### src/logic/fe_status_pkg.sv
package fe_status_pkg;

  // Register map, byte addresses on the 24-bit register port
  localparam logic [23:0] CTRL_ADDR  = 24'h224001;
  localparam logic [23:0] STAT0_ADDR = 24'h224002;
  localparam logic [23:0] STAT1_ADDR = 24'h224003;

  // Control register fields
  localparam int START_BIT  = 7;
  localparam int PAGE_BIT   = 6;
  localparam int CHIP_BIT   = 5;
  localparam int IRQSEL_BIT = 1;
  localparam int BUSY_BIT   = 0;

  // Status register 0 and 1 fields
  localparam int ERR_BIT        = 7;
  localparam int SECT_MSB       = 6;
  localparam int ERASE_FAIL_BIT = 7;
  localparam int PROG_FAIL_BIT  = 6;
  localparam int SWAP_FAIL_BIT  = 5;

  // Reset values
  localparam logic [7:0] CTRL_RST  = 8'h00;
  localparam logic [7:0] STAT0_RST = 8'h00;
  localparam logic [7:0] STAT1_RST = 8'h00;

  // Byte returned by a blocked memory read
  localparam logic [7:0] BLANK_BYTE = 8'hFF;

  // Power-up / power-down exit not-ready window
  localparam int CLK_MHZ       = 250;
  localparam int READY_TIME_MS = 10;
  localparam int READY_CYCLES  = READY_TIME_MS * CLK_MHZ * 1000;

  // Engine sector vector: [5:0] F5..F0, [7:6] eeprom, [8] testflash/OTP
  localparam int SECT_IN_W = 9;

  typedef enum logic [1:0] {EE_IDLE, EE_WAIT_LATCH, EE_BUSY} eep_state_t;

  typedef struct packed {
    logic [23:0] addr;
    logic [7:0]  wdata;
    logic        wr;
    logic        rd;
  } reg_req_t;

  typedef struct packed {
    logic rd;
    logic wr;
  } mem_req_t;

  typedef struct packed {
    logic                 erase_fail;
    logic                 program_fail;
    logic                 overwrite_fail;
    logic                 prot_op;
    logic                 swap_fail;
    logic [SECT_IN_W-1:0] sectors;
  } fail_evt_t;

  // Folds engine sectors into the seven status bits
  function automatic logic [6:0] map_sectors(
    input logic [SECT_IN_W-1:0] s,
    input logic                 big
  );
    logic [6:0] m;
    m = {s[8], s[7], s[6], s[3:0]};
    if (big) begin
      m[3] = s[5] | s[4] | s[3];
    end
    return m;
  endfunction

endpackage

### src/logic/ready_timer.sv
`timescale 1ns/1ns
module ready_timer
  import fe_status_pkg::*;
#(
  parameter int CNT = READY_CYCLES
) (
  // Clock and reset
  input  wire logic clk_in,
  input  wire logic sys_rst_in,
  // Restart on power-down exit
  input  wire logic restart_in,
  // Not-ready level
  output logic      busy_out
);

  localparam int W = $clog2(CNT + 1);

  logic [W-1:0] cnt;
  logic [W-1:0] next_cnt;
  logic         next_busy;

  always_comb begin
    next_cnt  = cnt;
    next_busy = busy_out;
    if (restart_in) begin
      next_cnt  = W'(CNT - 1);
      next_busy = 1'b1;
    end else if (cnt != '0) begin
      next_cnt = cnt - W'(1);
    end else begin
      next_busy = 1'b0;
    end
  end

  always_ff @(posedge clk_in) begin
    if (sys_rst_in) begin
      cnt      <= W'(CNT - 1);
      busy_out <= 1'b1;
    end else begin
      cnt      <= next_cnt;
      busy_out <= next_busy;
    end
  end

endmodule

### src/logic/irq_route.sv
`timescale 1ns/1ns
module irq_route (
  // Clock and reset
  input  wire logic clk_in,
  input  wire logic sys_rst_in,
  // Source select and sources
  input  wire logic sel_in,
  input  wire logic ext_in,
  input  wire logic busy_in,
  input  wire logic susp_in,
  // Shared channel
  output logic      chan_out
);

  logic busy_prev;
  logic eow;
  logic next_chan;

  // A suspend also drops busy but is no end of write
  assign eow = busy_prev & ~busy_in & ~susp_in;

  always_comb begin
    next_chan = sel_in ? eow : ext_in;
  end

  always_ff @(posedge clk_in) begin
    if (sys_rst_in) begin
      busy_prev <= 1'b0;
      chan_out  <= 1'b0;
    end else begin
      busy_prev <= busy_in;
      chan_out  <= next_chan;
    end
  end

endmodule

### src/logic/flash_eeprom_write_status.sv
// Function
// - Select bit 0 routes external pin, 1 routes end-of-write onto channel.
// - Busy rises on first latched address (page) or on start (chip erase).
// - While busy, memory reads return FFh and writes are dropped.
// - Busy clears at end of write or on erase suspend.
// - Busy held high up to 10ms after power-up and power-down exit.
// - Error flag sets on any failed write; only software clears it.
// - Seven sector bits: bit 6 testflash, 5:4 eeprom, 3:0 flash F3..F0.
// - On large part bit 3 ORs F5, F4, F3; bits 2:0 map directly.
// - Sector bit meaning follows error, busy and suspend flags.
// - Erase failure sets erase fail bit, status one bit 7.
// - Program failure sets program fail bit, status one bit 6.
// - Clearing error flag clears erase, program and swap fail bits.
// - Flash 0-to-1 request sets swap bit, except protection programming.
// - Eeprom program failure during page swap sets swap bit.
// - After swap failure, skip erase of the old full sector.
// - Start bit launches op; device clears it; software clear not aborting.
//
// The strobed register port was left to the implementer.
`timescale 1ns/1ns
module flash_eeprom_write_status
  import fe_status_pkg::*;
#(
  parameter bit BIG_FLASH = 1'b0,
  parameter int READY_CNT = READY_CYCLES
) (
  // Clock and reset
  input  wire logic                 clk_in,
  input  wire logic                 sys_rst_in,
  // Register port
  input  wire reg_req_t             reg_req_in,
  output logic [7:0]                reg_rdata_out,
  // Eeprom memory access
  input  wire mem_req_t             mem_req_in,
  input  wire logic [7:0]           mem_rdata_in,
  output logic [7:0]                mem_rdata_out,
  output logic                      mem_wr_out,
  // Write engine
  input  wire logic                 first_latch_in,
  input  wire logic                 eep_done_in,
  input  wire logic                 suspend_in,
  input  wire logic                 pd_exit_in,
  input  wire logic                 flash_busy_in,
  input  wire logic                 fail_valid_in,
  input  wire fail_evt_t            fail_in,
  input  wire logic [SECT_IN_W-1:0] active_sectors_in,
  input  wire logic                 swap_done_in,
  output logic                      write_active_out,
  output logic                      page_select_out,
  output logic                      chip_select_out,
  output logic                      skip_old_erase_out,
  output logic                      eeprom_busy_flag_out,
  // Interrupt channel
  input  wire logic                 ext_irq_in,
  output logic                      shared_irq_channel_out
);

  eep_state_t state;
  eep_state_t next_state;
  logic       ctl_start;
  logic       ctl_page;
  logic       ctl_chip;
  logic       ctl_irqsel;
  logic       next_start;
  logic       next_page;
  logic       next_chip;
  logic       next_irqsel;
  logic       err;
  logic [6:0] sect;
  logic       erase_fail;
  logic       prog_fail;
  logic       swap_fail;
  logic       skip_pend;
  logic       next_err;
  logic [6:0] next_sect;
  logic       next_erase_fail;
  logic       next_prog_fail;
  logic       next_swap_fail;
  logic       next_skip_pend;
  logic       next_skip;
  logic [7:0] next_rdata;
  logic [7:0] next_mem_rdata;
  logic       pu_busy;
  logic       busy;
  logic       wr_ctl;
  logic       wr_s0;
  logic       err_clear;

  assign wr_ctl    = reg_req_in.wr && reg_req_in.addr == CTRL_ADDR;
  assign wr_s0     = reg_req_in.wr && reg_req_in.addr == STAT0_ADDR;
  assign err_clear = wr_s0 && !reg_req_in.wdata[ERR_BIT];
  assign busy      = (state == EE_BUSY) || pu_busy;

  assign eeprom_busy_flag_out = busy;
  assign write_active_out     = state != EE_IDLE;
  assign page_select_out      = ctl_page;
  assign chip_select_out      = ctl_chip;
  assign mem_wr_out           = mem_req_in.wr && !busy;

  ready_timer #(
    .CNT (READY_CNT)
  ) ready_timer_inst (
    .clk_in     (clk_in),
    .sys_rst_in (sys_rst_in),
    .restart_in (pd_exit_in),
    .busy_out   (pu_busy)
  );

  irq_route irq_route_inst (
    .clk_in     (clk_in),
    .sys_rst_in (sys_rst_in),
    .sel_in     (ctl_irqsel),
    .ext_in     (ext_irq_in),
    .busy_in    (state == EE_BUSY || flash_busy_in),
    .susp_in    (suspend_in),
    .chan_out   (shared_irq_channel_out)
  );

  // Control register and engine sequencing
  always_comb begin
    next_state  = state;
    next_start  = ctl_start;
    next_page   = ctl_page;
    next_chip   = ctl_chip;
    next_irqsel = ctl_irqsel;
    if (wr_ctl) begin
      // Clearing start from software leaves the engine running
      next_start  = reg_req_in.wdata[START_BIT];
      next_page   = reg_req_in.wdata[PAGE_BIT];
      next_chip   = reg_req_in.wdata[CHIP_BIT];
      next_irqsel = reg_req_in.wdata[IRQSEL_BIT];
    end
    unique case (state)
      EE_IDLE: begin
        if (wr_ctl && reg_req_in.wdata[START_BIT] && !pu_busy) begin
          if (reg_req_in.wdata[CHIP_BIT]) begin
            next_state = EE_BUSY;
          end else if (reg_req_in.wdata[PAGE_BIT]) begin
            next_state = EE_WAIT_LATCH;
          end
        end
      end
      EE_WAIT_LATCH: begin
        if (first_latch_in) begin
          next_state = EE_BUSY;
        end
      end
      EE_BUSY: begin
        if (eep_done_in) begin
          next_state = EE_IDLE;
          next_start = 1'b0;
          next_page  = 1'b0;
          next_chip  = 1'b0;
        end else if (suspend_in) begin
          next_state = EE_IDLE;
        end
      end
    endcase
  end

  always_ff @(posedge clk_in) begin
    if (sys_rst_in) begin
      state      <= EE_IDLE;
      ctl_start  <= CTRL_RST[START_BIT];
      ctl_page   <= CTRL_RST[PAGE_BIT];
      ctl_chip   <= CTRL_RST[CHIP_BIT];
      ctl_irqsel <= CTRL_RST[IRQSEL_BIT];
    end else begin
      state      <= next_state;
      ctl_start  <= next_start;
      ctl_page   <= next_page;
      ctl_chip   <= next_chip;
      ctl_irqsel <= next_irqsel;
    end
  end

  // Status registers, read data and memory read path
  always_comb begin
    next_err        = err;
    next_sect       = sect;
    next_erase_fail = erase_fail;
    next_prog_fail  = prog_fail;
    next_swap_fail  = swap_fail;
    next_skip_pend  = skip_pend;
    next_skip       = 1'b0;
    if (err_clear) begin
      next_err        = 1'b0;
      next_erase_fail = 1'b0;
      next_prog_fail  = 1'b0;
      next_swap_fail  = 1'b0;
    end
    // Error sectors stop tracking until the flag is cleared; later failures OR theirs in
    if (!next_err) begin
      next_sect = map_sectors(active_sectors_in, BIG_FLASH);
    end
    // Taken first so that a swap fail in the same cycle stays pending
    if (swap_done_in) begin
      next_skip      = skip_pend;
      next_skip_pend = 1'b0;
    end
    // A failure in the same cycle as the clear wins
    if (fail_valid_in) begin
      next_err = 1'b1;
      next_sect = (err && !err_clear ? sect : 7'h00)
                | map_sectors(fail_in.sectors, BIG_FLASH);
      if (fail_in.erase_fail) begin
        next_erase_fail = 1'b1;
      end
      if (fail_in.program_fail) begin
        next_prog_fail = 1'b1;
      end
      if (fail_in.overwrite_fail && !fail_in.prot_op) begin
        next_swap_fail = 1'b1;
      end
      if (fail_in.swap_fail) begin
        next_swap_fail = 1'b1;
        next_skip_pend = 1'b1;
      end
    end
    next_rdata = 8'h00;
    if (reg_req_in.rd) begin
      unique case (reg_req_in.addr)
        CTRL_ADDR:  next_rdata = {ctl_start, ctl_page, ctl_chip, 3'h0,
                                  ctl_irqsel, busy};
        STAT0_ADDR: next_rdata = {err, sect};
        STAT1_ADDR: next_rdata = {erase_fail, prog_fail, swap_fail, 5'h00};
        default:    next_rdata = 8'h00;
      endcase
    end
    next_mem_rdata = 8'h00;
    if (mem_req_in.rd) begin
      next_mem_rdata = busy ? BLANK_BYTE : mem_rdata_in;
    end
  end

  always_ff @(posedge clk_in) begin
    if (sys_rst_in) begin
      err                <= STAT0_RST[ERR_BIT];
      sect               <= STAT0_RST[SECT_MSB:0];
      erase_fail         <= STAT1_RST[ERASE_FAIL_BIT];
      prog_fail          <= STAT1_RST[PROG_FAIL_BIT];
      swap_fail          <= STAT1_RST[SWAP_FAIL_BIT];
      skip_pend          <= 1'b0;
      skip_old_erase_out <= 1'b0;
      reg_rdata_out      <= 8'h00;
      mem_rdata_out      <= 8'h00;
    end else begin
      err                <= next_err;
      sect               <= next_sect;
      erase_fail         <= next_erase_fail;
      prog_fail          <= next_prog_fail;
      swap_fail          <= next_swap_fail;
      skip_pend          <= next_skip_pend;
      skip_old_erase_out <= next_skip;
      reg_rdata_out      <= next_rdata;
      mem_rdata_out      <= next_mem_rdata;
    end
  end
endmodule

### config.mk
export PLATFORM = sky130hd
export DESIGN_NAME = flash_eeprom_write_status
export DESIGN_NICKNAME = d
export VERILOG_FILES = /design/src/logic/fe_status_pkg.sv /design/src/logic/ready_timer.sv /design/src/logic/irq_route.sv /design/src/logic/flash_eeprom_write_status.sv
export SDC_FILE = /design/constraint.sdc
export NUM_CORES = 1
export LEC_CHECK = 0
export BUFFER_PORTS_ARGS = -buffer_cell sky130_fd_sc_hd__buf_4
export CAP_MARGIN = 0
export CORE_MARGIN = 4
export CORE_UTILIZATION = 25
export CTS_BUF_LIST = sky130_fd_sc_hd__clkbuf_4 sky130_fd_sc_hd__clkbuf_8
export CTS_CLUSTER_SIZE = 25
export DETAILED_ROUTE_END_ITERATION = 7
export REMOVE_ABC_BUFFERS = 1
export SLEW_MARGIN = 20
export SYNTH_ARGS = -nofsm -noshare
export SYNTH_HDL_FRONTEND = slang
export SYNTH_SLANG_ARGS = --single-unit
### constraint.sdc
create_clock -name clk_in -period 2 [get_ports clk_in]
set_input_delay 0.4 -clock clk_in [delete_from_list [all_inputs] [get_ports clk_in]]
set_output_delay 0.4 -clock clk_in [all_outputs]
set_load 0.02 [all_outputs]
Yosys cells after proc, flatten, opt, wreduce, memory -nomap -nowiden
Index checks and enable logic that the tools add are counted.
W data, S select, Z words.
Word-level totals
  register bits: 60
  output and inout bits: 23
  word-level logic and storage cells: 97
Cells by class
  $add $sub $neg: 1
  equality and inequality tests: 10
  muxes and demuxes: 37
  bitwise operators: 8
  reductions and logical operators: 23
Operator list (count)
  $eq A24 B22 Y1 const B: 3
  $mux W1: 25
  $pmux W8 S3: 1
  $reduce_bool A22 Y1: 1
  $sub A22 B1 Y22 const B: 1
  $mux W7: 3
  $mux W2: 6
  $logic_and A1 B1 Y1: 8
  $mux W8: 1
  $reduce_or A2 Y1: 4
  $or A7 B7 Y7: 1
  $ne A2 B2 Y1 const B: 3
  $ne A3 B3 Y1 const B: 2
  $pmux W2 S3: 1
  $logic_not A1 Y1: 5
  $not A1 Y1: 5
  $reduce_and A4 Y1: 1
  $and A1 B1 Y1: 2
  $eq A2 B1 Y1 const B: 1
  $eq A2 B2 Y1 const B: 1
  $logic_not A2 Y1: 1
  $logic_or A1 B1 Y1: 2
  $reduce_bool A2 Y1: 1

Longest topological paths before layout
  word-level depth: 8
  gate-level depth with buffers: 7

Hierarchy
Synthesis repeated with hierarchy kept, for this count alone.
Unflattened totals
  cell total of the unflattened synthesis: 343
  area, all modules: 3111.7 um^2
By module, submodules not included
  flash_eeprom_write_status: instances 1, cells each 188, area each 1764.2 um^2, sequential area each 700.7 um^2
  ready_timer: instances 1, cells each 149, area each 1278.7 um^2, sequential area each 460.4 um^2
  irq_route: instances 1, cells each 6, area each 68.8 um^2, sequential area each 40.0 um^2

Worst setup path before layout
Ideal clock, no wire load.
  path kind: input port to flip-flop
  start: input port reg_req_in[13] (netlist name)
  end: register state[1]
  arrival: 1892 ps
  data required time: 1909 ps
  slack: 17 ps
  stages on the path: 5
  cell sequence: or4_4 -> or2_4 -> o41ai_4 -> a21oi_1 -> a311oi_1
On the way
  word-level cells in the longest chain between the ends: 6
RTL lines
  start: declaration: line flash_eeprom_write_status.sv:31  | input wire reg_req_t reg_req_in,
  $eq A24 B22 Y1: line flash_eeprom_write_status.sv:89  | assign wr_ctl = reg_req_in.wr && reg_req_in.addr == CTRL_ADDR;
  $logic_and A1 B1 Y1: line flash_eeprom_write_status.sv:89
  $logic_and A1 B1 Y1 (2 in a row): line flash_eeprom_write_status.sv:135  | if (wr_ctl && reg_req_in.wdata[START_BIT] && !pu_busy) begin
  $ne A2 B2 Y1 (no source line)
  $reduce_and A4 Y1 (no source line)
  end signal: assignment: line flash_eeprom_write_status.sv:169  | state <= next_state;
  end: declaration: line flash_eeprom_write_status.sv:58  | eep_state_t state;
Every way passes these cells.
A chain may end at the register's enable or synchronous reset.

Worst setup path in the final report
  start: register state[0]
  end: output port mem_wr_out
On the way
  word-level cells in the longest chain between the ends: 4
RTL lines
  $eq A2 B2 Y1: line flash_eeprom_write_status.sv:92  | assign busy = (state == EE_BUSY) || pu_busy;
  $logic_or A1 B1 Y1: line flash_eeprom_write_status.sv:92
  $logic_not A1 Y1: line flash_eeprom_write_status.sv:98  | assign mem_wr_out = mem_req_in.wr && !busy;
  $logic_and A1 B1 Y1: line flash_eeprom_write_status.sv:98
  end: declaration: line flash_eeprom_write_status.sv:37  | output logic mem_wr_out,
Every way passes these cells.

==> impl_metrics.env <==
export IMPL_startpoint_type="flip-flop"
export IMPL_holdPathStages=2
export IMPL_overflow=0
export IMPL_crit_family="simple AND/OR/NAND/NOR gates"
export IMPL_max_stage_delay_ps=340
export IMPL_fill_cells=1050
export IMPL_cp_cell_sequence="inv_1 -> ha_2 -> or2_4 -> nor2_1 -> buf_4"
export IMPL_syn_area_sq_um=2696
export IMPL_crit_arrival_ps=1510
export IMPL_cts_inserted_buffers=9
export IMPL_routed_wl_um=7286
export IMPL_track_usage_pct=11.49
export IMPL_p_sw_w=0.0006662
export IMPL_slowest_stage="dfxtp_1"
export IMPL_slew_violations=0
export IMPL_wl_per_cell_um=13.34
export IMPL_avgSynthCellArea_sq_um=9.428
export IMPL_period_share_pct=95.54
export IMPL_r2r_cells=5
export IMPL_synth_edf_count=0
export IMPL_rows=37
export IMPL_layout_nets=487
export IMPL_dp_slack_ps=-190.4
export IMPL_drt_pass1_iter_count=5
export IMPL_comb_power_share_pct=15.1
export IMPL_hold_path_startpoint="mem_rdata_in[6]"
export IMPL_vias=2604
export IMPL_worstPathRequired_ps=1600
export IMPL_fin_cells=546
export IMPL_hpwl_um=5547
export IMPL_drtIter0Drc=157
export IMPL_clock_skew_ps=6.299
export IMPL_hold_violations=0
export IMPL_drc=0
export IMPL_worst_path_max_fanout=8
export IMPL_syn_inst=286
export IMPL_yosysWarnings=0
export IMPL_ys_seq_area_share_pct=44.55
export IMPL_detail_route_vias_per_cell=4.769
export IMPL_drive_gt1_share_pct=37.80
export IMPL_dp_cells=527
export IMPL_maxCapViolations=0
export IMPL_p_leak_nw=1.652
export IMPL_antenna_found_initial=0
export IMPL_ant_nets=0
export IMPL_power_density_nw_per_um2=690.7
export IMPL_insertedDiodeCount=0
export IMPL_r2r_start="ready_timer_inst.cnt[12]"
export IMPL_status="complete, no violations"
export IMPL_finalSetupViolations=0
export IMPL_swShare_pct=24.51
export IMPL_rsz0062_at_grt="no"
export IMPL_timing_rr_end="ready_timer_inst.cnt[2]"
export IMPL_holdBufCountCts=0
export IMPL_grt_pass1_vias=2527
export IMPL_wl_met3_um=428
export IMPL_met2_length_um=3657
export IMPL_io_buffers=91
export IMPL_slew_headroom_pct=64.57
export IMPL_area_growth_syn_to_layout_pct=45.99
export IMPL_cts_path_max_buffers=2
export IMPL_cts_sinks=60
export IMPL_grt_max_degree=15
export IMPL_p_int_w=0.002052
export IMPL_reg2reg_slack_ps=120
export IMPL_peakVddDrop_mv=0.3580
export IMPL_critPathBufInv=2
export IMPL_fin_ws_ps=89.27
export IMPL_die_area_sq_um=12510
export IMPL_clk_latency_ps=340
export IMPL_synth_seq_cells=60
export IMPL_cts_root_buf="clkbuf_8"
export IMPL_ys_types=54
export IMPL_seqCellArea_sq_um=1201
export IMPL_worst_slew_pin_slew_ps=530.3
export IMPL_path_clk_slew_ps=70
export IMPL_hold_slack_ps=265.9
export IMPL_crit_type="flip-flop to output port"
export IMPL_die_h_um=111.9
export IMPL_highest_layer="met4"
export IMPL_grt_pass1_wl_um=11650
export IMPL_p_total_w=0.002719
export IMPL_start_util_pct=25.89
export IMPL_p_clk_share_pct=38.3
export IMPL_end_kind="output port"
export IMPL_m1WireLength_um=3094
export IMPL_htree_levels=3
export IMPL_core_area_sq_um=10420
export IMPL_layout_min_cycle_time_ps=1911
export IMPL_ys_flop_type="dfxtp_1"
export IMPL_utilization_pct=37.79
export IMPL_io_pins=100
export IMPL_max_freq_mhz=523.4
export IMPL_async_reset_ff_share_pct=0
export IMPL_finalWeightedCongestion=0.7692
export IMPL_fp_dieW_um=111.9
export IMPL_holdCritPathClass="input port to flip-flop"
export IMPL_tritoncts="done"
export IMPL_crit_start="state[0]"
export IMPL_p_seq_share_pct=46.6
export IMPL_hold_path_endpoint="mem_rdata_out[6]"
export IMPL_multiInputGateArea_sq_um=1468
## power by group through the flow
stage	Sequential, W	Combinational [W]	Clock, W
after global placement	0.00129	0.000401	0
final	0.00127	0.000412	0.00104
after global routing	0.00127	0.000451	0.00113
after CTS	0.00127	0.000414	0.00107
after floorplan	0.00130	0.000205	0
after detailed placement	0.00129	0.000412	0
## worst register-to-register path: cells and delay by family (launching register included)
family           cells  cell delay (ps)
AND/OR/NAND/NOR      4             1300
AO/OA/AOI/OAI        1              150
flip-flops           1              350
## timing repair
item	in CTS	in global routing
gates resized for setup	1	9
endpoints found under the hold margin	0	0
endpoints found under the setup margin	2	12
pin swaps	0	2
setup buffers	0	3
## state kept, by name, summed over array words and instances (netlist names)
register                   cells
irq_route_inst.busy_prev       1
reg_rdata_out                  8
ready_timer_inst.cnt          22
skip_old_erase_out             1
page_select_out                1
ctl_irqsel                     1
skip_pend                      1
state                          2
prog_fail                      1
erase_fail                     1
chip_select_out                1
swap_fail                      1
mem_rdata_out                  8
ctl_start                      1
irq_route_inst.chan_out        1
ready_timer_inst.busy_out      1
err                            1
sect                           7
## cells by family after synthesis
kind of cell    Yosys count  share of synthesized area, %
simple gates            117                         25.66
buf+inv                  17                         2.645
xor+xnor                  7                         2.274
mux                      10                         3.852
compound gates           70                         18.70
fa+ha+maj                 5                         2.320
flops                    60                         44.55
## synthesized netlist by cell type (2+ instances only)
| library cell | n | area share (%) |
|---|---|---|
| dfxtp_1 | 60 | 45 |
| nor2_1 | 27 | 3.8 |
| a21oi_1 | 18 | 3.3 |
| nand3_1 | 13 | 2.4 |
| nand2_1 | 12 | 1.7 |
| inv_1 | 9 | 1.3 |
| nor4_1 | 9 | 2.1 |
| o21a_1 | 9 | 2.5 |
| o21ai_0 | 9 | 1.7 |
| a22oi_1 | 7 | 1.9 |
| a32oi_1 | 7 | 2.3 |
| mux2i_1 | 7 | 2.6 |
| or3_1 | 7 | 1.6 |
| xor2_1 | 6 | 1.9 |
| clkbuf_1 | 5 | 0.70 |
| ha_1 | 5 | 2.3 |
| nor3_1 | 5 | 0.93 |
| o31ai_1 | 5 | 1.4 |
| or4_1 | 5 | 1.4 |
| and2_1 | 4 | 0.93 |
| nand2b_1 | 4 | 0.93 |
| nand4b_1 | 4 | 1.3 |
| nor2b_1 | 4 | 0.93 |
| o211ai_1 | 4 | 1.1 |
| mux2_2 | 3 | 1.3 |
| nand4_1 | 3 | 0.70 |
| and3_1 | 2 | 0.46 |
| buf_1 | 2 | 0.28 |
| nand3b_1 | 2 | 0.56 |
| nor4_4 | 2 | 1.6 |
| nor4b_1 | 2 | 0.65 |
| o31a_1 | 2 | 0.65 |
| or2_2 | 2 | 0.46 |
## final cells by class
| cell class | count | area share [%] |
|---|---|---|
| clock buffer | 15 | 4.768 |
| tap | 136 | 4.323 |
| inverter | 9 | 0.8582 |
| clock inverter | 1 | 0.1271 |
| timing repair buffer | 116 | 22.12 |
| multi-input combinational | 209 | 37.29 |
| sequential | 60 | 30.51 |
## worst max path at each step
stage | to | slack, ps | cells after the start
after floorplan | state[1] | 20 | 5
after detailed placement | state[1] | -190 | 6
final | mem_wr_out | 90 | 5
after global placement | state[1] | -160 | 6
after CTS | mem_wr_out | 8 | 5
after global routing | ready_timer_inst.cnt[2] | 0.6 | 5
## through the flow
stage	area (sq um)	setup TNS (ps)
floorplan	2659	0
global placement	3677	-589.9
detailed placement	3677	-716.5
CTS	3872	0
global route	3936	0
finish	3936	0
## per-layer routing
layer | vias up | global-route usage, %
met2 | 61 | 19.58
met1 | 1222 | 13.15
met3 | 9 | 4.402
li1 | 1312 | -
met4 | 0 | 3.974
met5 | - | 0
## cell usage in the layout (no fill, tap or decap), types with 3 or more instances in the layout
| cell type | count |
|---|---|
| nand4_1 | 3 |
| nor3_1 | 5 |
| a21oi_1 | 18 |
| buf_4 | 116 |
| o21ai_0 | 9 |
| o31ai_1 | 5 |
| dfxtp_1 | 60 |
| nand4b_1 | 4 |
| nor4_2 | 3 |
| a22oi_1 | 7 |
| nor2_1 | 27 |
| or3_1 | 7 |
| nand3_1 | 12 |
| clkbuf_4 | 3 |
| ha_1 | 4 |
| mux2i_1 | 7 |
| or4_1 | 5 |
| nor4_1 | 6 |
| and2_1 | 4 |
| inv_1 | 8 |
| o211ai_1 | 4 |
| mux2_2 | 3 |
| xor2_1 | 6 |
| o21a_1 | 9 |
| nor2b_1 | 4 |
| nand2b_1 | 4 |
| a32oi_1 | 7 |
| nand2_1 | 12 |
| clkbuf_8 | 12 |
(Power assumes the default switching activity.)
